==> config.mk <==
export PLATFORM = sky130hd
export DESIGN_NAME = csfs_supervisor
export DESIGN_NICKNAME = d
export VERILOG_FILES = /design/src/rtl/csfs_pkg.sv /design/src/rtl/csfs_axil_slave.sv /design/src/rtl/csfs_dur_timer.sv /design/src/rtl/csfs_supervisor.sv
export VERILOG_INCLUDE_DIRS = /design/src /design/src/rtl
export SDC_FILE = /design/constraint.sdc
export NUM_CORES = 1
export LEC_CHECK = 0
export BUFFER_PORTS_ARGS = -buffer_cell sky130_fd_sc_hd__buf_2
export CAP_MARGIN = 40
export CORE_MARGIN = 5
export CORE_UTILIZATION = 35
export DETAILED_ROUTE_END_ITERATION = 16
export MAX_ROUTING_LAYER = met4
export PLACE_DENSITY = 0.6
export SETUP_SLACK_MARGIN = 0.1
export SLEW_MARGIN = 20
export SYNTH_ARGS = -nofsm -noshare
export SYNTH_HDL_FRONTEND = slang
export SYNTH_SLANG_ARGS = --single-unit
==> constraint.sdc <==
create_clock -name SYS_CLK_I -period 6.22 [get_ports SYS_CLK_I]
set_clock_uncertainty 0.1 [all_clocks]
set_input_delay 1.244 -clock SYS_CLK_I [delete_from_list [all_inputs] [get_ports SYS_CLK_I]]
set_output_delay 1.244 -clock SYS_CLK_I [all_outputs]
set_load 0.01 [all_outputs]
==> src/rtl/csfs_cfg.svh <==
// constants of the creep and speed fault supervisor: offsets, fields, resets, timing
// assumes a 40 MHz system clock and 32-bit word-aligned register offsets
`ifndef CSFS_CFG_SVH
`define CSFS_CFG_SVH

// ****************************************
// register offsets
// ****************************************
`define CSFS_OFS_CTRL 8'h00
`define CSFS_OFS_MAX_SPEED 8'h04
`define CSFS_OFS_SETTLE_SPEED 8'h08
`define CSFS_OFS_TOLERANCE 8'h0c
`define CSFS_OFS_BRAKE_TMO 8'h10
`define CSFS_OFS_FAULTS 8'h14
`define CSFS_OFS_INT_STATUS 8'h18
`define CSFS_OFS_INT_CLEAR 8'h1c
`define CSFS_OFS_INT_ENABLE 8'h20
`define CSFS_OFS_FAULT_CODE 8'h24
`define CSFS_OFS_PDO_COUNT 8'h28

// ****************************************
// fields and reset values
// ****************************************
`define CSFS_CTRL_CAN_BIT 0
`define CSFS_CTRL_KIND_LSB 1
`define CSFS_CTRL_KIND_MSB 2
`define CSFS_CTRL_RST 32'h0000_0002
`define CSFS_MAX_SPEED_RST 16'h0fa0
`define CSFS_SETTLE_SPEED_RST 16'h0064
`define CSFS_TOLERANCE_RST 16'h00c8
`define CSFS_BRAKE_TMO_RST 16'h03e8
`define CSFS_NUM_EVT 9
`define CSFS_SPEED_LSB 4
`define CSFS_PDO_FIRST 4'ha
`define CSFS_PDO_CLEAR 4'hb
`define CSFS_NUM_PINS 5

// ****************************************
// timing
// ****************************************
`define CSFS_CLK_HZ 40000000
`define CSFS_OVERSPEED_MS 500
`define CSFS_CURVE_MS 64
`define CSFS_MAXSPEED_MS 2000
`define CSFS_MS_CYC (`CSFS_CLK_HZ / 1000)
`define CSFS_OVERSPEED_CYC (`CSFS_MS_CYC * `CSFS_OVERSPEED_MS)
`define CSFS_CURVE_CYC (`CSFS_MS_CYC * `CSFS_CURVE_MS)
`define CSFS_MAXSPEED_CYC (`CSFS_MS_CYC * `CSFS_MAXSPEED_MS)
`define CSFS_CNT_W 27

`endif

==> src/rtl/csfs_pkg.sv <==
// types of the creep and speed fault supervisor
// assumes nothing beyond the configuration header
package csfs_pkg;

  // fault group reported beside the type number
  typedef enum logic [1:0] {
    CSFS_GRP_NONE = 2'b00,
    CSFS_GRP_CREEP = 2'b01,
    CSFS_GRP_SPEED = 2'b10
  } csfs_group_t;

  // creep brake window against the interlock brake timeout
  typedef enum logic [1:0] {
    CSFS_BRK_IDLE = 2'b00,
    CSFS_BRK_TIMING = 2'b01,
    CSFS_BRK_EXPIRED = 2'b10
  } csfs_brk_t;

endpackage

==> src/rtl/csfs_axil_slave.sv <==
// AXI4-Lite slave front end: channel handshakes, one write and one read at a time
// assumes the owner decodes addresses combinationally and returns read data and errors
`timescale 1ns/1ps

module csfs_axil_slave (
  input wire logic clk_i,
  input wire logic rst_i,
  input wire logic [7:0] awaddr_i,
  input wire logic awvalid_i,
  output logic awready_o,
  input wire logic [31:0] wdata_i,
  input wire logic [3:0] wstrb_i,
  input wire logic wvalid_i,
  output logic wready_o,
  output logic [1:0] bresp_o,
  output logic bvalid_o,
  input wire logic bready_i,
  input wire logic [7:0] araddr_i,
  input wire logic arvalid_i,
  output logic arready_o,
  output logic [31:0] rdata_o,
  output logic [1:0] rresp_o,
  output logic rvalid_o,
  input wire logic rready_i,
  output logic wr_en_o,
  output logic [7:0] wr_addr_o,
  output logic [31:0] wr_data_o,
  output logic [3:0] wr_strb_o,
  input wire logic wr_err_i,
  output logic [7:0] rd_addr_o,
  input wire logic [31:0] rd_data_i,
  input wire logic rd_err_i
);

  logic aw_full_q;
  logic w_full_q;

  assign awready_o = !aw_full_q && !bvalid_o;
  assign wready_o = !w_full_q && !bvalid_o;
  assign arready_o = !rvalid_o;
  assign rd_addr_o = araddr_i;
  assign wr_en_o = aw_full_q && w_full_q;

  // ****************************************
  // write path
  // ****************************************
  always_ff @(posedge clk_i) begin
    if (rst_i) begin
      aw_full_q <= 1'b0;
      w_full_q <= 1'b0;
      wr_addr_o <= 8'h00;
      wr_data_o <= 32'h0000_0000;
      wr_strb_o <= 4'h0;
      bvalid_o <= 1'b0;
      bresp_o <= 2'b00;
    end else begin
      if (awvalid_i && awready_o) begin
        aw_full_q <= 1'b1;
        wr_addr_o <= awaddr_i;
      end
      if (wvalid_i && wready_o) begin
        w_full_q <= 1'b1;
        wr_data_o <= wdata_i;
        wr_strb_o <= wstrb_i;
      end
      if (wr_en_o) begin
        aw_full_q <= 1'b0;
        w_full_q <= 1'b0;
        bvalid_o <= 1'b1;
        bresp_o <= wr_err_i ? 2'b10 : 2'b00;
      end else if (bvalid_o && bready_i) begin
        bvalid_o <= 1'b0;
      end
    end
  end

  // ****************************************
  // read path
  // ****************************************
  always_ff @(posedge clk_i) begin
    if (rst_i) begin
      rvalid_o <= 1'b0;
      rdata_o <= 32'h0000_0000;
      rresp_o <= 2'b00;
    end else if (arvalid_i && arready_o) begin
      rvalid_o <= 1'b1;
      rdata_o <= rd_err_i ? 32'h0000_0000 : rd_data_i;
      rresp_o <= rd_err_i ? 2'b10 : 2'b00;
    end else if (rvalid_o && rready_i) begin
      rvalid_o <= 1'b0;
    end
  end

endmodule // csfs_axil_slave

==> src/rtl/csfs_dur_timer.sv <==
// duration timer: flags a condition that has held for more than a cycle count
// assumes cond_i comes from logic on the same clock
`timescale 1ns/1ps
`include "csfs_cfg.svh"

module csfs_dur_timer #(
  parameter logic [`CSFS_CNT_W-1:0] LIMIT = 27'd1
) (
  input wire logic clk_i,
  input wire logic rst_i,
  input wire logic cond_i,
  output logic over_o
);

  logic [`CSFS_CNT_W-1:0] cnt_q;

  // count restarts as soon as the condition drops
  always_ff @(posedge clk_i) begin
    if (rst_i || !cond_i) begin
      cnt_q <= '0;
    end else if (cnt_q != LIMIT) begin
      cnt_q <= cnt_q + 1'b1;
    end
  end

  // over once the condition outlasts the full limit
  assign over_o = cond_i && (cnt_q == LIMIT);

endmodule // csfs_dur_timer

==> src/rtl/csfs_supervisor.sv <==
// creep sequencing and speed supervision faults with their shutdown actions
// assumes switch pins are asynchronous; speed, curve and state inputs are on SYS_CLK_I
// Notes on behaviour
// - standard variant: creep active at interlock turn-on gives creep type 1, throttle off
// - bus variant: creep active during first 10 process messages gives creep type 1
// - interlock turning off while creep active gives creep type 2, throttle off
// - creep active when interlock turns on gives creep type 3, throttle off
// - creep types 2 and 3 hold until interlock and creep both off
// - brake exit before interlock brake timeout in creep brake gives type 4
// - type 4 clears below settle speed, reverse off, interlock off, neutral; kind 0 blocks
// - speed above 120 percent of maximum for over 500ms gives speed type 1
// - speed outside curve over 64ms while decelerating gives speed type 2
// - speed outside curve over 64ms in interlock braking gives speed type 3
// - speed outside curve over 64ms in emergency reverse gives speed type 4
// - speed above maximum for over two seconds gives speed type 5
// - speed faults drop interlock status and brake driver, latched until keyswitch
`timescale 1ns/1ps
`include "csfs_cfg.svh"

module csfs_supervisor import csfs_pkg::*; #(
  parameter logic [`CSFS_CNT_W-1:0] OVERSPEED_CYC = `CSFS_CNT_W'(`CSFS_OVERSPEED_CYC),
  parameter logic [`CSFS_CNT_W-1:0] CURVE_CYC = `CSFS_CNT_W'(`CSFS_CURVE_CYC),
  parameter logic [`CSFS_CNT_W-1:0] MAXSPEED_CYC = `CSFS_CNT_W'(`CSFS_MAXSPEED_CYC),
  parameter logic [15:0] MS_CYC = 16'(`CSFS_MS_CYC)
) (
  input wire logic SYS_CLK_I,
  input wire logic RST_I,
  input wire logic INTERLOCK_I,
  input wire logic CREEP_I,
  input wire logic EMR_I,
  input wire logic THROTTLE_NEUTRAL_I,
  input wire logic BRAKE_EXIT_I,
  input wire logic CREEP_BRAKE_STATE_I,
  input wire logic DECEL_I,
  input wire logic ILOCK_BRAKING_I,
  input wire logic PDO_RX_I,
  input wire logic [15:0] MOTOR_RPM_I,
  input wire logic [15:0] CURVE_RPM_I,
  input wire logic [7:0] S_AXI_AWADDR_I,
  input wire logic S_AXI_AWVALID_I,
  output logic S_AXI_AWREADY_O,
  input wire logic [31:0] S_AXI_WDATA_I,
  input wire logic [3:0] S_AXI_WSTRB_I,
  input wire logic S_AXI_WVALID_I,
  output logic S_AXI_WREADY_O,
  output logic [1:0] S_AXI_BRESP_O,
  output logic S_AXI_BVALID_O,
  input wire logic S_AXI_BREADY_I,
  input wire logic [7:0] S_AXI_ARADDR_I,
  input wire logic S_AXI_ARVALID_I,
  output logic S_AXI_ARREADY_O,
  output logic [31:0] S_AXI_RDATA_O,
  output logic [1:0] S_AXI_RRESP_O,
  output logic S_AXI_RVALID_O,
  input wire logic S_AXI_RREADY_I,
  output logic THROTTLE_SHUTDOWN_O,
  output logic ILOCK_SHUTDOWN_O,
  output logic EMBRAKE_SHUTDOWN_O,
  output logic [1:0] FAULT_GROUP_O,
  output logic [2:0] FAULT_TYPE_O,
  output logic IRQ_O
);

  // ****************************************
  // pin synchronisers
  // ****************************************
  logic [`CSFS_NUM_PINS-1:0] pin_raw;
  logic [`CSFS_NUM_PINS-1:0] pin_q;
  logic ilock;
  logic creep;
  logic emr;
  logic neutral;
  logic brake_exit;

  assign pin_raw = {BRAKE_EXIT_I, THROTTLE_NEUTRAL_I, EMR_I, CREEP_I, INTERLOCK_I};
  assign {brake_exit, neutral, emr, creep, ilock} = pin_q;

  genvar gi;
  generate
    for (gi = 0; gi < `CSFS_NUM_PINS; gi++) begin : g_sync
      logic s1_q;
      logic s2_q;
      logic s3_q;
      // a change counts once the second and third stages agree
      always_ff @(posedge SYS_CLK_I) begin
        if (RST_I) begin
          s1_q <= 1'b0;
          s2_q <= 1'b0;
          s3_q <= 1'b0;
          pin_q[gi] <= 1'b0;
        end else begin
          s1_q <= pin_raw[gi];
          s2_q <= s1_q;
          s3_q <= s2_q;
          if (s2_q == s3_q) begin
            pin_q[gi] <= s3_q;
          end
        end
      end
    end
  endgenerate

  logic ilock_prev_q;
  logic ilock_on;
  logic ilock_off;

  always_ff @(posedge SYS_CLK_I) begin
    if (RST_I) begin
      ilock_prev_q <= 1'b0;
    end else begin
      ilock_prev_q <= ilock;
    end
  end

  assign ilock_on = ilock && !ilock_prev_q;
  assign ilock_off = !ilock && ilock_prev_q;

  // ****************************************
  // registers
  // ****************************************
  logic wr_en;
  logic [7:0] wr_addr;
  logic [31:0] wr_data;
  logic [3:0] wr_strb;
  logic [7:0] rd_addr;
  logic [31:0] rd_data;
  logic [31:0] ctrl_q;
  logic [15:0] max_speed_q;
  logic [15:0] settle_speed_q;
  logic [15:0] tolerance_q;
  logic [15:0] brake_tmo_q;
  logic [`CSFS_NUM_EVT-1:0] int_status_q;
  logic [`CSFS_NUM_EVT-1:0] int_enable_q;
  logic can_variant;
  logic [1:0] brake_kind;

  // known register offsets
  function automatic logic addr_ok(input logic [7:0] a);
    addr_ok = (a[1:0] == 2'b00) && (a <= `CSFS_OFS_PDO_COUNT);
  endfunction

  // merge a write into a register under byte strobes
  function automatic logic [31:0] merge(input logic [31:0] old, input logic [31:0] nw,
                                        input logic [3:0] strb);
    for (int b = 0; b < 4; b++) begin
      merge[8*b +: 8] = strb[b] ? nw[8*b +: 8] : old[8*b +: 8];
    end
  endfunction

  csfs_axil_slave u_bus (
    .clk_i(SYS_CLK_I),
    .rst_i(RST_I),
    .awaddr_i(S_AXI_AWADDR_I),
    .awvalid_i(S_AXI_AWVALID_I),
    .awready_o(S_AXI_AWREADY_O),
    .wdata_i(S_AXI_WDATA_I),
    .wstrb_i(S_AXI_WSTRB_I),
    .wvalid_i(S_AXI_WVALID_I),
    .wready_o(S_AXI_WREADY_O),
    .bresp_o(S_AXI_BRESP_O),
    .bvalid_o(S_AXI_BVALID_O),
    .bready_i(S_AXI_BREADY_I),
    .araddr_i(S_AXI_ARADDR_I),
    .arvalid_i(S_AXI_ARVALID_I),
    .arready_o(S_AXI_ARREADY_O),
    .rdata_o(S_AXI_RDATA_O),
    .rresp_o(S_AXI_RRESP_O),
    .rvalid_o(S_AXI_RVALID_O),
    .rready_i(S_AXI_RREADY_I),
    .wr_en_o(wr_en),
    .wr_addr_o(wr_addr),
    .wr_data_o(wr_data),
    .wr_strb_o(wr_strb),
    .wr_err_i(!addr_ok(wr_addr)),
    .rd_addr_o(rd_addr),
    .rd_data_i(rd_data),
    .rd_err_i(!addr_ok(rd_addr))
  );

  always_ff @(posedge SYS_CLK_I) begin
    if (RST_I) begin
      ctrl_q <= `CSFS_CTRL_RST;
      max_speed_q <= `CSFS_MAX_SPEED_RST;
      settle_speed_q <= `CSFS_SETTLE_SPEED_RST;
      tolerance_q <= `CSFS_TOLERANCE_RST;
      brake_tmo_q <= `CSFS_BRAKE_TMO_RST;
      int_enable_q <= '0;
    end else if (wr_en) begin
      case (wr_addr)
        `CSFS_OFS_CTRL: ctrl_q <= merge(ctrl_q, wr_data, wr_strb) & 32'h0000_0007;
        `CSFS_OFS_MAX_SPEED: max_speed_q <= merge({16'h0000, max_speed_q}, wr_data, wr_strb)
                                              [15:0];
        `CSFS_OFS_SETTLE_SPEED: settle_speed_q <= merge({16'h0000, settle_speed_q}, wr_data,
                                                        wr_strb) [15:0];
        `CSFS_OFS_TOLERANCE: tolerance_q <= merge({16'h0000, tolerance_q}, wr_data, wr_strb)
                                              [15:0];
        `CSFS_OFS_BRAKE_TMO: brake_tmo_q <= merge({16'h0000, brake_tmo_q}, wr_data, wr_strb)
                                              [15:0];
        `CSFS_OFS_INT_ENABLE: int_enable_q <= merge({23'h0, int_enable_q}, wr_data, wr_strb)
                                                [`CSFS_NUM_EVT-1:0];
        default: ;
      endcase
    end
  end

  assign can_variant = ctrl_q[`CSFS_CTRL_CAN_BIT];
  assign brake_kind = ctrl_q[`CSFS_CTRL_KIND_MSB:`CSFS_CTRL_KIND_LSB];

  // ****************************************
  // creep sequencing faults
  // ****************************************
  logic [3:0] creep_sequence_fault_q;
  logic [3:0] pdo_cnt_q;
  logic [3:0] creep_set;
  logic [3:0] creep_clr;
  csfs_brk_t brk_q;
  logic [15:0] ms_cnt_q;
  logic [15:0] brk_ms_q;

  // received process messages, counted once per keyswitch cycle
  always_ff @(posedge SYS_CLK_I) begin
    if (RST_I) begin
      pdo_cnt_q <= 4'h0;
    end else if (PDO_RX_I && pdo_cnt_q != `CSFS_PDO_CLEAR) begin
      pdo_cnt_q <= pdo_cnt_q + 4'h1;
    end
  end

  // creep brake window timed in milliseconds
  always_ff @(posedge SYS_CLK_I) begin
    if (RST_I || !CREEP_BRAKE_STATE_I) begin
      brk_q <= CSFS_BRK_IDLE;
      ms_cnt_q <= 16'h0000;
      brk_ms_q <= 16'h0000;
    end else begin
      unique case (brk_q)
        CSFS_BRK_IDLE: begin
          brk_q <= CSFS_BRK_TIMING;
        end
        CSFS_BRK_TIMING: begin
          if (brk_ms_q >= brake_tmo_q) begin
            brk_q <= CSFS_BRK_EXPIRED;
          end else if (ms_cnt_q == MS_CYC - 16'h0001) begin
            ms_cnt_q <= 16'h0000;
            brk_ms_q <= brk_ms_q + 16'h0001;
          end else begin
            ms_cnt_q <= ms_cnt_q + 16'h0001;
          end
        end
        CSFS_BRK_EXPIRED: ;
        default: brk_q <= CSFS_BRK_IDLE;
      endcase
    end
  end

  always_comb begin
    creep_set[0] = can_variant ? (creep && PDO_RX_I && pdo_cnt_q < `CSFS_PDO_FIRST)
                               : (creep && ilock_on);
    creep_set[1] = ilock_off && creep;
    creep_set[2] = ilock_on && creep;
    creep_set[3] = brk_q == CSFS_BRK_TIMING && brake_exit && brake_kind != 2'b00;
    creep_clr[0] = !creep && (!can_variant || pdo_cnt_q == `CSFS_PDO_CLEAR);
    creep_clr[1] = !ilock && !creep;
    creep_clr[2] = !ilock && !creep;
    creep_clr[3] = brake_kind == 2'b00 || (MOTOR_RPM_I < settle_speed_q && !emr && !ilock
                                           && neutral);
  end

  // a set in the same cycle as a clear wins
  always_ff @(posedge SYS_CLK_I) begin
    if (RST_I) begin
      creep_sequence_fault_q <= 4'h0;
    end else begin
      creep_sequence_fault_q <= creep_set | (creep_sequence_fault_q & ~creep_clr);
    end
  end

  // ****************************************
  // speed supervision faults
  // ****************************************
  logic [18:0] rpm_x5;
  logic [18:0] max_x6;
  logic [16:0] curve_lim;
  logic off_curve;
  logic [4:0] speed_over;
  logic [4:0] speed_fault_q;

  assign rpm_x5 = 19'(MOTOR_RPM_I) * 19'd5;
  assign max_x6 = 19'(max_speed_q) * 19'd6;
  assign curve_lim = 17'(CURVE_RPM_I) + 17'(tolerance_q);
  assign off_curve = 17'(MOTOR_RPM_I) > curve_lim;

  csfs_dur_timer #(.LIMIT(OVERSPEED_CYC)) u_t_over (
    .clk_i(SYS_CLK_I),
    .rst_i(RST_I),
    .cond_i(rpm_x5 > max_x6),
    .over_o(speed_over[0])
  );

  csfs_dur_timer #(.LIMIT(CURVE_CYC)) u_t_decel (
    .clk_i(SYS_CLK_I),
    .rst_i(RST_I),
    .cond_i(off_curve && DECEL_I),
    .over_o(speed_over[1])
  );

  csfs_dur_timer #(.LIMIT(CURVE_CYC)) u_t_ilock (
    .clk_i(SYS_CLK_I),
    .rst_i(RST_I),
    .cond_i(off_curve && ILOCK_BRAKING_I),
    .over_o(speed_over[2])
  );

  csfs_dur_timer #(.LIMIT(CURVE_CYC)) u_t_emr (
    .clk_i(SYS_CLK_I),
    .rst_i(RST_I),
    .cond_i(off_curve && emr),
    .over_o(speed_over[3])
  );

  csfs_dur_timer #(.LIMIT(MAXSPEED_CYC)) u_t_max (
    .clk_i(SYS_CLK_I),
    .rst_i(RST_I),
    .cond_i(MOTOR_RPM_I > max_speed_q),
    .over_o(speed_over[4])
  );

  // latched until the keyswitch cycle resets the block
  always_ff @(posedge SYS_CLK_I) begin
    if (RST_I) begin
      speed_fault_q <= 5'h00;
    end else begin
      speed_fault_q <= speed_fault_q | speed_over;
    end
  end

  // ****************************************
  // actions, code and interrupt
  // ****************************************
  logic [`CSFS_NUM_EVT-1:0] evt;
  logic [`CSFS_NUM_EVT-1:0] evt_prev_q;
  logic [`CSFS_NUM_EVT-1:0] int_clr;

  // lowest active bit as a type number, 1-based
  function automatic logic [2:0] first_type(input logic [4:0] v);
    first_type = 3'd0;
    for (int i = 4; i >= 0; i--) begin
      if (v[i]) begin
        first_type = 3'(i + 1);
      end
    end
  endfunction

  always_ff @(posedge SYS_CLK_I) begin
    if (RST_I) begin
      THROTTLE_SHUTDOWN_O <= 1'b0;
      ILOCK_SHUTDOWN_O <= 1'b0;
      EMBRAKE_SHUTDOWN_O <= 1'b0;
      FAULT_GROUP_O <= CSFS_GRP_NONE;
      FAULT_TYPE_O <= 3'd0;
    end else begin
      THROTTLE_SHUTDOWN_O <= |creep_sequence_fault_q;
      ILOCK_SHUTDOWN_O <= |speed_fault_q;
      EMBRAKE_SHUTDOWN_O <= |speed_fault_q;
      if (|speed_fault_q) begin
        FAULT_GROUP_O <= CSFS_GRP_SPEED;
        FAULT_TYPE_O <= first_type(speed_fault_q);
      end else if (|creep_sequence_fault_q) begin
        FAULT_GROUP_O <= CSFS_GRP_CREEP;
        FAULT_TYPE_O <= first_type({1'b0, creep_sequence_fault_q});
      end else begin
        FAULT_GROUP_O <= CSFS_GRP_NONE;
        FAULT_TYPE_O <= 3'd0;
      end
    end
  end

  assign evt = {speed_fault_q, creep_sequence_fault_q};
  assign int_clr = (wr_en && wr_addr == `CSFS_OFS_INT_CLEAR) ? wr_data[`CSFS_NUM_EVT-1:0] : '0;

  // rising fault bits set sticky status; a set beats a clear in the same cycle
  always_ff @(posedge SYS_CLK_I) begin
    if (RST_I) begin
      evt_prev_q <= '0;
      int_status_q <= '0;
    end else begin
      evt_prev_q <= evt;
      int_status_q <= (evt & ~evt_prev_q) | (int_status_q & ~int_clr);
    end
  end

  assign IRQ_O = |(int_status_q & int_enable_q);

  always_comb begin
    rd_data = 32'h0000_0000;
    case (rd_addr)
      `CSFS_OFS_CTRL: rd_data = ctrl_q;
      `CSFS_OFS_MAX_SPEED: rd_data = {16'h0000, max_speed_q};
      `CSFS_OFS_SETTLE_SPEED: rd_data = {16'h0000, settle_speed_q};
      `CSFS_OFS_TOLERANCE: rd_data = {16'h0000, tolerance_q};
      `CSFS_OFS_BRAKE_TMO: rd_data = {16'h0000, brake_tmo_q};
      `CSFS_OFS_FAULTS: rd_data = {23'h0, evt};
      `CSFS_OFS_INT_STATUS: rd_data = {23'h0, int_status_q};
      `CSFS_OFS_INT_ENABLE: rd_data = {23'h0, int_enable_q};
      `CSFS_OFS_FAULT_CODE: rd_data = {27'h0, FAULT_TYPE_O, FAULT_GROUP_O};
      `CSFS_OFS_PDO_COUNT: rd_data = {28'h0, pdo_cnt_q};
      default: rd_data = 32'h0000_0000;
    endcase
  end

endmodule // csfs_supervisor

Yosys cells after proc, flatten, opt, wreduce, memory -nomap -nowiden

Index checks and enable logic that the tools add are counted.

Logic and storage cells: 237
Bits in registers: 370

Equality and inequality tests: 36
Mux-type cells: 26
Bitwise logic cells: 12
$mul: 2
$add $sub $neg: 9
Reduce and logical (&&, ||, !) cells: 84
Order comparisons: 8

Operators with widths:

| cell                  | number |
|---|---|
| $pmux 16 s10          | 1 |
| $add 27x1->27 const B | 5 |
| $eq 27x22->1 const B  | 3 |
| $ne 27x22->1 const B  | 3 |
| $eq 8x5->1 const B    | 5 |
| $reduce_and 3->1      | 12 |
| $logic_and 1x1->1     | 33 |
| $mux 3                | 11 |
| $add 16x1->16 const B | 2 |
| $eq 8x4->1 const B    | 4 |
| $eq 8x6->1 const B    | 4 |
| $mux 16               | 2 |
| $and 9x9->9           | 3 |
| $eq 27x25->1 const B  | 1 |
| $eq 27x27->1 const B  | 1 |
| $ne 27x25->1 const B  | 1 |
| $ne 27x27->1 const B  | 1 |
| $gt 19x19->1          | 1 |
| $mul 16x3->19 const B | 1 |
| $mul 16x2->18 const B | 1 |
| $not 9->9             | 2 |
| $add 16x16->17        | 1 |
| $gt 16x17->1          | 1 |
| $eq 16x16->1 const B  | 1 |
| 34 further kinds      | 77 |

Logic depth before layout (Yosys ltp)

Gate-level depths: netlist (run 1).

Word-level depth: 8
Mapped depth: 18
Mapped depth without buffers: 17

Cells and area by module

From an unflattened synthesis (run 1), not the netlist that was laid out.

Cell total of the unflattened synthesis: 2480
Area total of the unflattened synthesis: 21046.4 µm²

By module, submodules not included:

| module                          | cells an instance | sequential area each (µm²) | area an instance (µm²) | instances |
|---|---|---|---|---|
| csfs_supervisor                 | 1316              | 3363.2                     | 11140.7                | 1 |
| csfs_dur_timer at u_t_decel ... | 157               | 540.5                      | 1345.0                 | 3 |
| csfs_axil_slave                 | 366               | 1641.6                     | 3099.2                 | 1 |
| csfs_dur_timer at u_t_over      | 164               | 540.5                      | 1398.8                 | 1 |
| csfs_dur_timer at u_t_max       | 163               | 540.5                      | 1372.6                 | 1 |

Least setup slack after synthesis (run 1)

OpenSTA, ideal clock, no wires.

Path type: in2reg
Start: input port MOTOR_RPM_I[2]
End: register u_t_over.cnt_q[10]
Data required time: 5.992 ns
Cell stages on the path: 17
Arrival: 4.786 ns
Path buffers: 2
Path slack: 1.206 ns
Cell sequence: ha_1 -> ha_1 -> a21o_1 -> a21oi_1 -> o21ai_0 -> and2_1 -> clkbuf_1 -> a41o_1 -> a311oi_1 -> ha_1 -> a21o_1 -> a21o_1 -> a21oi_1 -> nand2_1 -> o311ai_2 -> clkbuf_1 -> nor2_1

Longest elaborated chain between the ends: 4

Ends and longest elaborated chain:

| item                   | line                   | source |
|---|---|---|
| start: declaration     | csfs_supervisor.sv:37  | `input wire logic [15:0] MOTOR_RPM_I,` |
| $mul 16x3->19          | csfs_supervisor.sv:288 | `assign rpm_x5 = 19'(MOTOR_RPM_I) * 19'd5;` |
| $gt 19x19->1           | csfs_supervisor.sv:296 | `.cond_i(rpm_x5 > max_x6),` |
| $logic_not 1->1        | csfs_dur_timer.sv:19   | `if (rst_i \|\| !cond_i) begin` |
| $logic_or 1x1->1       | csfs_dur_timer.sv:19   |  |
| end signal: assignment | csfs_dur_timer.sv:22   | `cnt_q <= cnt_q + 1'b1;` |
| end: declaration       | csfs_dur_timer.sv:15   | `` logic [`CSFS_CNT_W-1:0] cnt_q; `` |

No other way between the ends.
A chain may end at the register's enable or synchronous reset.

Worst setup path after layout (run 1)

Start: input port CURVE_RPM_I[0]
End: register speed_fault_q[3]

Longest elaborated chain between the ends: 5

Ends and longest elaborated chain:

| item                   | line                   | source |
|---|---|---|
| start: declaration     | csfs_supervisor.sv:38  | `input wire logic [15:0] CURVE_RPM_I,` |
| $add 16x16->17         | csfs_supervisor.sv:290 | `assign curve_lim = 17'(CURVE_RPM_I) + 17'(tolerance_q);` |
| $gt 16x17->1           | csfs_supervisor.sv:291 | `assign off_curve = 17'(MOTOR_RPM_I) > curve_lim;` |
| $logic_and 1x1->1      | csfs_supervisor.sv:317 | `.cond_i(off_curve && emr),` |
| $logic_and 1x1->1      | csfs_dur_timer.sv:27   | `assign over_o = cond_i && (cnt_q == LIMIT);` |
| $or 5x5->5             | csfs_supervisor.sv:333 | `speed_fault_q <= speed_fault_q \| speed_over;` |
| end signal: assignment | csfs_supervisor.sv:333 |  |
| end: declaration       | csfs_supervisor.sv:286 | `logic [4:0] speed_fault_q;` |

No other way between the ends.

==> summary.txt, run 1 <==
Outcome
  – Outcome: completed

Floorplanning
  – Starting Density: 35.35%
  – Die width: 246.1 um
  – Die height: 246.1 um
  – I/O pin count: 150
  – Site row count: 86
  – Core Area: 55,200 sq um
  – Die area: 60,570 sq um

Logic synthesis
  – Synth warn: 0
  – Synth Area in Simple Gates: 23.86%
  – Most used DFF post-synth: dfxtp_1
  – Largest family of logic cells by synthesized area: simple AND/OR/NAND/NOR gates
  – EDFF count, synth: 0
  – Multiplexer area fraction after synthesis: 3.264%
  – Compound-Gate Fraction of Synth Area: 14.56%
  – Syn avg cell area: 8.468 sq um
  – Netlist cell types: 91
  – Synth Area in XOR/XNOR: 7.631%
  – Syn Inst Count: 2,304
  – Top cell type's share of synthesized area: 36.01%
  – Adder-Cell Fraction of Synth Area: 10.18%
  – Register area share after synthesis: 36.01%
  – Post-synth ARST share: 0%
  – Area leader, netlist: dfxtp_1
  – Synthesized flop and latch total: 351
  – Cell Area, Synth: 19,510 sq um
  – Synth area leaders: dfxtp_1 (36%), ha_1 (9.9%), nor2_1 (5.3%)

Critical path
  – WP data required: 6.54 ns
  – CP max-delay cell: a2111oi_0
  – Crit path cell chain: buf_2 > ha_1 > fa_1 > a211oi_1 > o211a_1 > o21ai_0 > a21o_1 > a21oi_1 > xor2_1 > ha_1 > and4_1 > a2111oi_0 > o311ai_2 > nand4_4 > o21bai_1
  – Crit path max fanout: 28
  – Crit-path max cell delay: 0.63 ns
  – Type of origin of the critical path: input port
  – Setup crit end kind: register
  – Cell mode on critical path: ha_1
  – Arr. time, crit path: 5.49 ns
  – Crit path kind: in -> reg

STA
  – Final worst slack: 1.055 ns
  – Hold Fails Final Rpt: 0
  – Fin Setup TNS: 0 ns
  – Max Slew Vio Count: 0
  – Maximum clock rate: 0.1936 GHz
  – Setup Viol. Count Final: 0
  – Tightest Pin Transition: 0.8058 ns
  – RSZ-0062 raised after global routing: no
  – Fin crit period: 5.165 ns
  – Period utilization: 83.04%
  – Slew HR: 46.20%

Global route
  – Total grt overflow: 0
  – Gr usage total: 17.83%
  – Largest net degree at the start of global routing: 79
  – First-pass GRT wire length: 85.62 mm
  – Initial antenna violation count: 5
  – Vias in the first global route: 15,850

Power
  – Gate power share: 9.4%
  – Clock power frac: 46.0%
  – Internal power: 3.883 mW
  – Net Sw Power: 1.292 mW
  – Switching Fraction: 24.97%
  – Pwr/cell area: 233.7 nW/um^2
  – Sequential share of power: 44.6%
  – Worst-case vdd ir drop: 152.8 uV
  – P_leak: 8.722 nW

Placement
  – Hpwl dp: 41.08 mm
  – Port bufs: 113
  – Placed cell count: 3,101
  – Pre-CTS setup slack: 0.5593 ns
  – RD Place Congestion: 0.9125
  – DP Area: 20,770 sq um

Clock tree
  – Resized cells post-CTS: 0
  – CTS tree: built
  – Clk sinks: 351
  – Reg clk slew, reported paths: 0.06 ns
  – CTS Buf Count: 41
  – Root buffer cell: clkbuf_16
  – Cts hold-fix bufs: 0
  – Bufs on Longest Clock Path: 3
  – H-tree depth: 2
  – # Post-CTS Setup Buffers: 0
  – Clk_lat worst skew: 0.55 ns

Worst hold path
  – Worst min path class: reg -> reg

Detailed routing
  – Initial DRC count: 1,250
  – DRC Markers: 0
  – Pre-antenna DRT Iters: 6
  – Avg WL per Cell: 17.08 um
  – DRT antenna net count: 0
  – Via density: 5.308
  – Via Count: 16,870
  – Total Wirelength: 54.28 mm

Layout
  – # nets final: 2,656
  – Most common cell after layout, fill and taps aside: dfxtp_1
  – Layout Cells excl Fill: 3,178
  – Area delta synth->final: 13.51%
  – Final Cell Area: 22,150 sq um
  – Share of layout cells above drive strength 1: 9.765%
  – Commonest non-fill, non-tap cells in the layout: dfxtp_1 (351), nor2_1 (274), nand2_1 (203)

Flow run
  – Max-Cap Viols: 0
## cells by family (layout without fill, tap and decap cells)
group	Yosys count	after routing
simple gates	925	925
compound gates	435	435
flops	351	351
buf+inv	202	308
xor+xnor	170	170
fa+ha+maj	157	157
mux	63	63
other cells	1	21
## per-stage QoR
step	utilization (%)	power, mW	hold slack (ns)
2_1_floorplan	-	2.676	0.3138
3_3_place_gp	37.49	2.816	0.3206
3_5_place_dp	37.64	2.836	0.3302
4_1_cts	40.04	5.234	0.3416
5_1_grt	40.12	5.387	0.3500
6_report	40.12	5.175	0.3299
## layout make-up
type	count	area, sq um
clock inverters	17	180.2
well taps	748	935.9
repair buffers	134	767.0
multi-input cells	1768	11700
inverters	103	386.6
fillers	5476	33050
flip-flops and latches	351	7027
clock buffers	54	1145
diodes	3	7.507
## flip-flops by register name (all words and copies together) (netlist names), 16 cells and up
register / cells
u_t_emr.cnt_q: 27
u_t_ilock.cnt_q: 27
u_bus.rdata_o: 16
ms_cnt_q: 16
settle_speed_q: 16
u_t_max.cnt_q: 27
u_t_decel.cnt_q: 27
max_speed_q: 16
brake_tmo_q: 16
u_t_over.cnt_q: 27
brk_ms_q: 16
tolerance_q: 16
u_bus.wr_data_o: 16
## power groups by stage
stage	clock, mW	sequential [mW]	combinational [mW]
finish	2.38	2.31	0.486
global route	2.53	2.31	0.546
CTS	2.44	2.31	0.484
detailed placement	0	2.36	0.481
global placement	0	2.35	0.461
floorplan	0	2.34	0.334
## layer usage
layer / wire length (um) / track usage, % / vias to the layer above
li1: - / - / 8361
met1: 25210 / 23.99 / 7952
met2: 24580 / 28.17 / 463
met3: 3076 / 2.593 / 93
met4: 1411 / 5.005 / 0
met5: 0 / - / -
## synth_stat cells, types with 11 or more instances
library cell and number:
a21oi_1 161, nor2_1 274, nand2b_1 38, or4_1 18, nor3_1 64, o211ai_1 23
nand2_1 203, nor4b_1 12, dfxtp_1 351, nand4_1 50, buf_4 26, a21o_1 32
o21a_1 19, inv_1 102, nand3_1 91, and4_1 16, or3_1 12, mux2i_1 58
nor2b_1 44, clkbuf_1 58, ha_1 154, o21ai_0 66, xor2_1 91, a22oi_1 13
xnor2_1 79, nor4_1 21, and3_1 34, a211oi_1 11
## critical path: cells and delay by family
family,cells,cell delay [ns]
compound gates,8,2.32
xor+xnor,1,0.18
fa+ha+maj,3,0.91
buf+inv,1,0.13
simple gates,2,0.67
## final timing paths
| check | cells past startpoint | slack (ns) | endpoint | startpoint |
|---|---|---|---|---|
| max reg2reg | 16 | 1.40 | speed_fault_q[0] | max_speed_q[1] |
| min reg2reg | 1 | 0.33 | g_sync[0].s2_q | g_sync[0].s1_q |
| max | 15 | 1.06 | speed_fault_q[3] | CURVE_RPM_I[0] |
| min | 1 | 0.33 | g_sync[0].s2_q | g_sync[0].s1_q |
(Power assumes the default switching activity.)
==> run 2, diff against run 1 <==
--- a/config.mk
+++ b/config.mk
@@ -12,7 +12,7 @@
 export CORE_UTILIZATION = 35
 export DETAILED_ROUTE_END_ITERATION = 16
 export MAX_ROUTING_LAYER = met4
-export PLACE_DENSITY = 0.6
+export PLACE_DENSITY = 0.62
 export SETUP_SLACK_MARGIN = 0.1
 export SLEW_MARGIN = 20
 export SYNTH_ARGS = -nofsm -noshare
==> constraint.sdc (replaced) <==
create_clock -name SYS_CLK_I -period 4.3 [get_ports SYS_CLK_I]
set_clock_uncertainty 0.1 [all_clocks]
set_input_delay 0.86 -clock SYS_CLK_I [delete_from_list [all_inputs] [get_ports SYS_CLK_I]]
set_output_delay 0.86 -clock SYS_CLK_I [all_outputs]
set_load 0.01 [all_outputs]
==> run 2 against run 1 <==
Compared with the run above: die area stayed put; worst hold slack improved by 0.0032 ns; sequential power is 45% higher; wire length rose by 1.9%; global-route usage grew 0.37 points; critical endpoint is now speed_fault_q[0].
==> summary.txt, run 2 (synthesis gave the netlist of run 1 again) <==
Global route
  – Gr busiest metal: met2
  – Vias in the first global route: 16,380 (+3.4%)
  – Total grt overflow: 0 (unchanged)
  – First-pass GRT wire length: 87.19 mm (+1.8%)
  – Gr usage total: 18.21% (+0.37 points)
  – Largest net degree at the start of global routing: 70 (-11%)
  – Met1 GRT Util: 24.20% (+0.21 points)
  – M2 GR Usage: 28.66% (+0.49 points)
  – GR Layer Usage met3: 2.994% (+0.40 points)
  – Initial antenna violation count: 3 (-2)

STA
  – Tightest Pin Transition: 0.8995 ns (+0.09375 ns)
  – Hold Fails Final Rpt: 0 (unchanged)
  – Max Slew Vio Count: 0 (unchanged)
  – Fin Setup TNS: 0 ns (unchanged)
  – Fin crit period: 4.071 ns
  – RSZ-0062 raised after global routing: yes
  – Maximum clock rate: 0.2456 GHz
  – Slew HR: 38.48% (-7.7 points)
  – Setup Viol. Count Final: 0 (unchanged)
  – Final worst slack: 0.2291 ns (-0.8260 ns)
  – Period utilization: 94.67%

Placement
  – Placed cell count: 3,173 (+2.3%)
  – RD Place Congestion: 0.9112 (-0.14%)
  – Hpwl dp: 42.30 mm (+3.0%)
  – Pre-CTS setup slack: -0.3765 ns (-0.9358 ns)
  – Port bufs: 113 (unchanged)

Critical path
  – R2R Path Start: max_speed_q[1]
  – WP depth: 17 (+2)
  – Setup crit end kind: register
  – R2r worst-path depth: 17 (+1)
  – Crit path max fanout: 7 (-75%)
  – Critical path buffers and inverters: 2 (+1)
  – CP startpoint: max_speed_q[1]
  – FF-to-FF End: speed_fault_q[0]
  – CP max-delay cell: a2111oi_4
  – Crit path kind: reg -> reg
  – Cell mode on critical path: a21o_1
  – WP data required: 4.63 ns (-1.91 ns)
  – Setup crit end: speed_fault_q[0]
  – Crit path cell chain: ha_4 > fa_2 > a21o_1 > a21o_1 > a2111oi_4 > o21ai_2 > a41o_1 > xor2_1 > ha_1 > a21o_1 > a21o_1 > a21oi_2 > nand2_2 > o311ai_4 > buf_12 > buf_12 > o22ai_1
  – Crit-path max cell delay: 0.45 ns (-0.18 ns)
  – Arr. time, crit path: 4.40 ns (-1.09 ns)
  – Flop2flop setup slack: 0.23 ns (-1.17 ns)
  – Type of origin of the critical path: register
  – Crit path max-delay family: compound AO/OA/AOI/OAI gates

Clock tree
  – H-tree depth: 2 (unchanged)
  – Reg clk slew, reported paths: 0.06 ns (about the same)
  – Bufs on Longest Clock Path: 3 (unchanged)
  – CTS Buf Count: 40 (-2.4%)
  – Cts hold-fix bufs: 0 (unchanged)
  – Clk_lat worst skew: 0.56 ns (about the same)
  – Clk sinks: 351 (unchanged)
  – CTS tree: built
  – Root buffer cell: clkbuf_16

Power
  – Design Power: 7.490 mW (+45%)
  – Pwr/cell area: 325.5 nW/um^2 (+39%)
  – Worst-case vdd ir drop: 330.2 uV (+120%)
  – P_leak: 9.153 nW (+4.9%)

Floorplanning
  – Die height: 246.1 um (unchanged)
  – Die area: 60,570 sq um (unchanged)
  – I/O pin count: 150 (unchanged)
  – Site row count: 86 (unchanged)
  – Starting Density: 35.35% (unchanged)
  – Die width: 246.1 um (unchanged)
  – Core Area: 55,200 sq um (unchanged)

Detailed routing
  – Avg WL per Cell: 16.99 um (-0.51%)
  – Via density: 5.244 (-1.2%)
  – Total Wirelength: 55.29 mm (+1.9%)
  – DRT antenna net count: 0 (unchanged)
  – Pre-antenna DRT Iters: 8 (+2)
  – Via Count: 17,060 (+1.2%)
  – Initial DRC count: 1,152 (-7.8%)
  – DRC Markers: 0 (unchanged)

Layout
  – Share of layout cells above drive strength 1: 13.46% (+3.7 points)
  – Area delta synth->final: 17.94%
  – # nets final: 2,733 (+2.9%)
  – Most common cell after layout, fill and taps aside: dfxtp_1
  – Fin util: 41.69% (+1.6 points)
  – Commonest non-fill, non-tap cells in the layout: dfxtp_1 (349), nor2_1 (274), nand2_1 (202)
  – Layout Cells excl Fill: 3,254 (+2.4%)

Flow run
  – Max-Cap Viols: 0 (unchanged)

Outcome
  – Outcome: completed

Worst hold path
  – Worst min path class: reg -> reg
## run 2: cell count changes in the layout (fill, tap and decap cells not counted), moves of 6 or more
cell     previous run  this run
buf_12              0         8
buf_4              11        84
ha_1              154       148
ha_4                0         6
o21ai_0            66        60
## run 2: metrics by stage
step / cell area, sq um / hold WS [ns]
after floorplan: 19730 / 0.3138
after global placement: 21480 / 0.3247
after detailed placement: 21510 / 0.3264
after CTS: 22850 / 0.3369
after global routing: 23010 / 0.3583
final: 23010 / 0.3331
## run 2: worst min-delay path by stage
stage | from | to | slack [ns] | cells after the start
detailed placement | g_sync[4].s1_q | g_sync[4].s2_q | 0.33 | 1
global route | g_sync[3].s1_q | g_sync[3].s2_q | 0.36 | 1
finish | g_sync[3].s1_q | g_sync[3].s2_q | 0.33 | 1
CTS | g_sync[3].s1_q | g_sync[3].s2_q | 0.34 | 1
floorplan | g_sync[0].s1_q | g_sync[0].s2_q | 0.31 | 1
global placement | g_sync[4].s1_q | g_sync[4].s2_q | 0.32 | 1
## run 2: where the power goes
| group | internal, mW | switching, mW | total, mW |
|---|---|---|---|
| Sequential | 3.29 | 0.0501 | 3.34 |
| Combinational | 0.379 | 0.481 | 0.860 |
| Clock | 1.90 | 1.39 | 3.29 |
| Total | 5.57 | 1.92 | 7.49 |
## run 2: what timing repair did
action	CTS	global route
gates resized for setup	5	17
pin swaps	5	11
gates cloned	1	1
endpoints found under the setup margin	28	112
setup buffers	1	4
## run 2: routing by layer
layer	up-vias	wire length (um)
li1	8516	-
met1	8027	25540
met2	427	25020
met3	93	3227
met4	0	1505
met5	-	0
## run 2: final cells by class
cell class | count | area, sq um
tap | 748 | 935.9
fill | 5420 | 32190
timing repair buffer | 212 | 1480
sequential | 351 | 7029
clock buffer | 57 | 1125
antenna | 2 | 5.005
inverter | 103 | 386.6
multi-input combinational | 1768 | 11910
clock inverter | 13 | 136.4
==> run 3, diff against run 2 <==
--- a/config.mk
+++ b/config.mk
@@ -12,7 +12,7 @@
 export CORE_UTILIZATION = 35
 export DETAILED_ROUTE_END_ITERATION = 16
 export MAX_ROUTING_LAYER = met4
-export PLACE_DENSITY = 0.62
+export PLACE_DENSITY = 0.64
 export SETUP_SLACK_MARGIN = 0.1
 export SLEW_MARGIN = 20
 export SYNTH_ARGS = -nofsm -noshare
==> run 3 against run 2 <==
Compared with the run above: sequential power barely moved; clock power grew 6.4%; sequential cell count unchanged; largest cell class unchanged; highest routed layer unchanged.
==> summary.txt, run 3 (synthesis gave the netlist of run 1 again) <==
STA
  – Setup Viol. Count Final: 0 (unchanged)
  – RSZ-0062 raised after global routing: no
  – Slew HR: 43.19% (+4.7 points)
  – Hold Fails Final Rpt: 0 (unchanged)
  – Period utilization: 95.21% (+0.54 points)
  – Maximum clock rate: 0.2443 GHz (-0.57%)
  – Max Slew Vio Count: 0 (unchanged)
  – Tightest Pin Transition: 0.8495 ns (-0.04997 ns)
  – Hold_ws: 0.3485 ns (+0.01543 ns)
  – Fin crit period: 4.094 ns (+0.02327 ns)

Clock tree
  – Reg clk slew, reported paths: 0.06 ns (about the same)
  – CTS tree: built
  – CTS Buf Count: 40 (unchanged)
  – Root buffer cell: clkbuf_16
  – Cts hold-fix bufs: 0 (unchanged)
  – Clk sinks: 351 (unchanged)
  – Clk_lat worst skew: 0.56 ns (about the same)
  – H-tree depth: 2 (unchanged)
  – Bufs on Longest Clock Path: 3 (unchanged)

Flow run
  – Max-Cap Viols: 0 (unchanged)

Critical path
  – Crit path max-delay family: compound AO/OA/AOI/OAI gates
  – Crit path max fanout: 7 (unchanged)
  – Critical path buffers and inverters: 4 (+2)
  – Cell mode on critical path: a21o_1
  – Crit path cell chain: ha_4 > fa_2 > a21o_1 > a21o_1 > a2111oi_4 > o21ai_2 > a41o_1 > xor2_1 > ha_1 > a21o_1 > a21o_1 > a21oi_2 > buf_4 > buf_4 > a21oi_2 > o311ai_4 > buf_12 > buf_12 > o22ai_1
  – Arr. time, crit path: 4.41 ns (about the same)
  – CP max-delay cell: a2111oi_4
  – R2r worst-path depth: 19 (+2)
  – Flop2flop setup slack: 0.21 ns (-0.02 ns)
  – Setup crit end kind: register
  – Crit path kind: reg -> reg
  – WP depth: 19 (+2)
  – Type of origin of the critical path: register
  – Crit-path max cell delay: 0.42 ns (-0.03 ns)
  – WP data required: 4.62 ns (about the same)

Detailed routing
  – DRC Markers: 0 (unchanged)
  – Via Count: 17,270 (+1.2%)
  – Via density: 5.309 (+1.2%)
  – Avg WL per Cell: 17.11 um (+0.71%)
  – Initial DRC count: 1,245 (+8.1%)
  – DRT antenna net count: 0 (unchanged)
  – Total Wirelength: 55.69 mm (+0.71%)
  – Pre-antenna DRT Iters: 5 (-3)

Floorplanning
  – Die width: 246.1 um (unchanged)
  – Site row count: 86 (unchanged)
  – Core Area: 55,200 sq um (unchanged)
  – I/O pin count: 150 (unchanged)
  – Starting Density: 35.35% (unchanged)
  – Die area: 60,570 sq um (unchanged)
  – Die height: 246.1 um (unchanged)

Layout
  – Final Cell Area: 23,020 sq um (about the same)
  – Share of layout cells above drive strength 1: 13.78% (+0.32 points)
  – Most common cell after layout, fill and taps aside: dfxtp_1
  – Commonest non-fill, non-tap cells in the layout: dfxtp_1 (349), nor2_1 (274), nand2_1 (202)
  – Area delta synth->final: 17.98% (about the same)
  – # nets final: 2,731 (-0.073%)

Worst hold path
  – Hold Crit Depth: 1 (unchanged)
  – Worst min path class: reg -> reg

Global route
  – Total grt overflow: 0 (unchanged)
  – Vias in the first global route: 16,600 (+1.3%)
  – Largest net degree at the start of global routing: 74 (+5.7%)
  – First-pass GRT wire length: 88.02 mm (+0.96%)
  – Gr usage total: 18.24% (+0.033 points)
  – Initial antenna violation count: 3 (unchanged)

Placement
  – Hpwl dp: 42.14 mm (-0.38%)
  – DP Area: 21,470 sq um (-0.20%)
  – RD Place Congestion: 0.9406 (+3.2%)
  – Port bufs: 113 (unchanged)

Outcome
  – Outcome: completed

Power
  – Pwr/cell area: 334.5 nW/um^2 (+2.8%)
  – Worst-case vdd ir drop: 230.7 uV (-30%)
  – P_leak: 9.157 nW (about the same)
  – Design Power: 7.700 mW (+2.8%)
==> run 3: cell types whose count changed in the layout (fill, tap and decap cells not counted), moves of 2 or more <==
cell | before | now
clkbuf_1 | 11 | 4
clkinv_2 | 4 | 10
bufinv_16 | 1 | 5
clkbuf_8 | 6 | 3
buf_12 | 8 | 6
buf_4 | 84 | 86
clkinv_4 | 3 | 1
clkinvlp_4 | 2 | 4
==> run 3: path summary, 6_finish.rpt <==
check,from,endpoint
worst min-delay path,g_sync[0].s1_q,g_sync[0].s2_q
worst max-delay path,max_speed_q[1],speed_fault_q[0]
worst min register to register,g_sync[0].s1_q,g_sync[0].s2_q
worst max register to register,max_speed_q[1],speed_fault_q[0]
==> run 3: timing repair <==
action,4_1_cts,5_1_grt
cloned,1,1
gates resized for setup,9,11
setup endpoints to repair,28,101
pin swaps,5,14
buffers inserted,3,3
==> run 3: report_power, final <==
group	switching [mW]	total, mW	internal [mW]
logic	0.486	0.865	0.379
clock network	1.42	3.50	2.08
registers	0.0500	3.34	3.29
==> run 3: stage by stage <==
stage / utilization [%] / setup slack, ns / TNS, ns / instances
after floorplan: - / 0.1025 / 0 / 2321
after global placement: 38.85 / -0.2889 / -26.33 / 3169
after detailed placement: 38.90 / -0.3532 / -29.49 / 3171
after CTS: 41.51 / 0.1043 / 0 / 3246
after global routing: 41.70 / 0.06503 / 0 / 3254
final: 41.70 / 0.2058 / 0 / 3254
==> run 3: layer usage <==
metal | wire [um] | part of all wire, % | global-route usage, %
met1 | 25360 | 46 | 24.22
met2 | 25270 | 45 | 28.54
met3 | 3298 | 5.9 | 2.571
met4 | 1757 | 3.2 | 6.547
met5 | 0 | 0 | -
==> run 3: cell type report <==
type                       count  area, sq um
sequential                   351         7029
fill                        5461        32180
timing repair buffer         210         1424
clock inverter                24        284.0
multi-input combinational   1768        11900
inverter                     103        386.6
antenna                        3        7.507
clock buffer                  47         1057
tap                          748        935.9
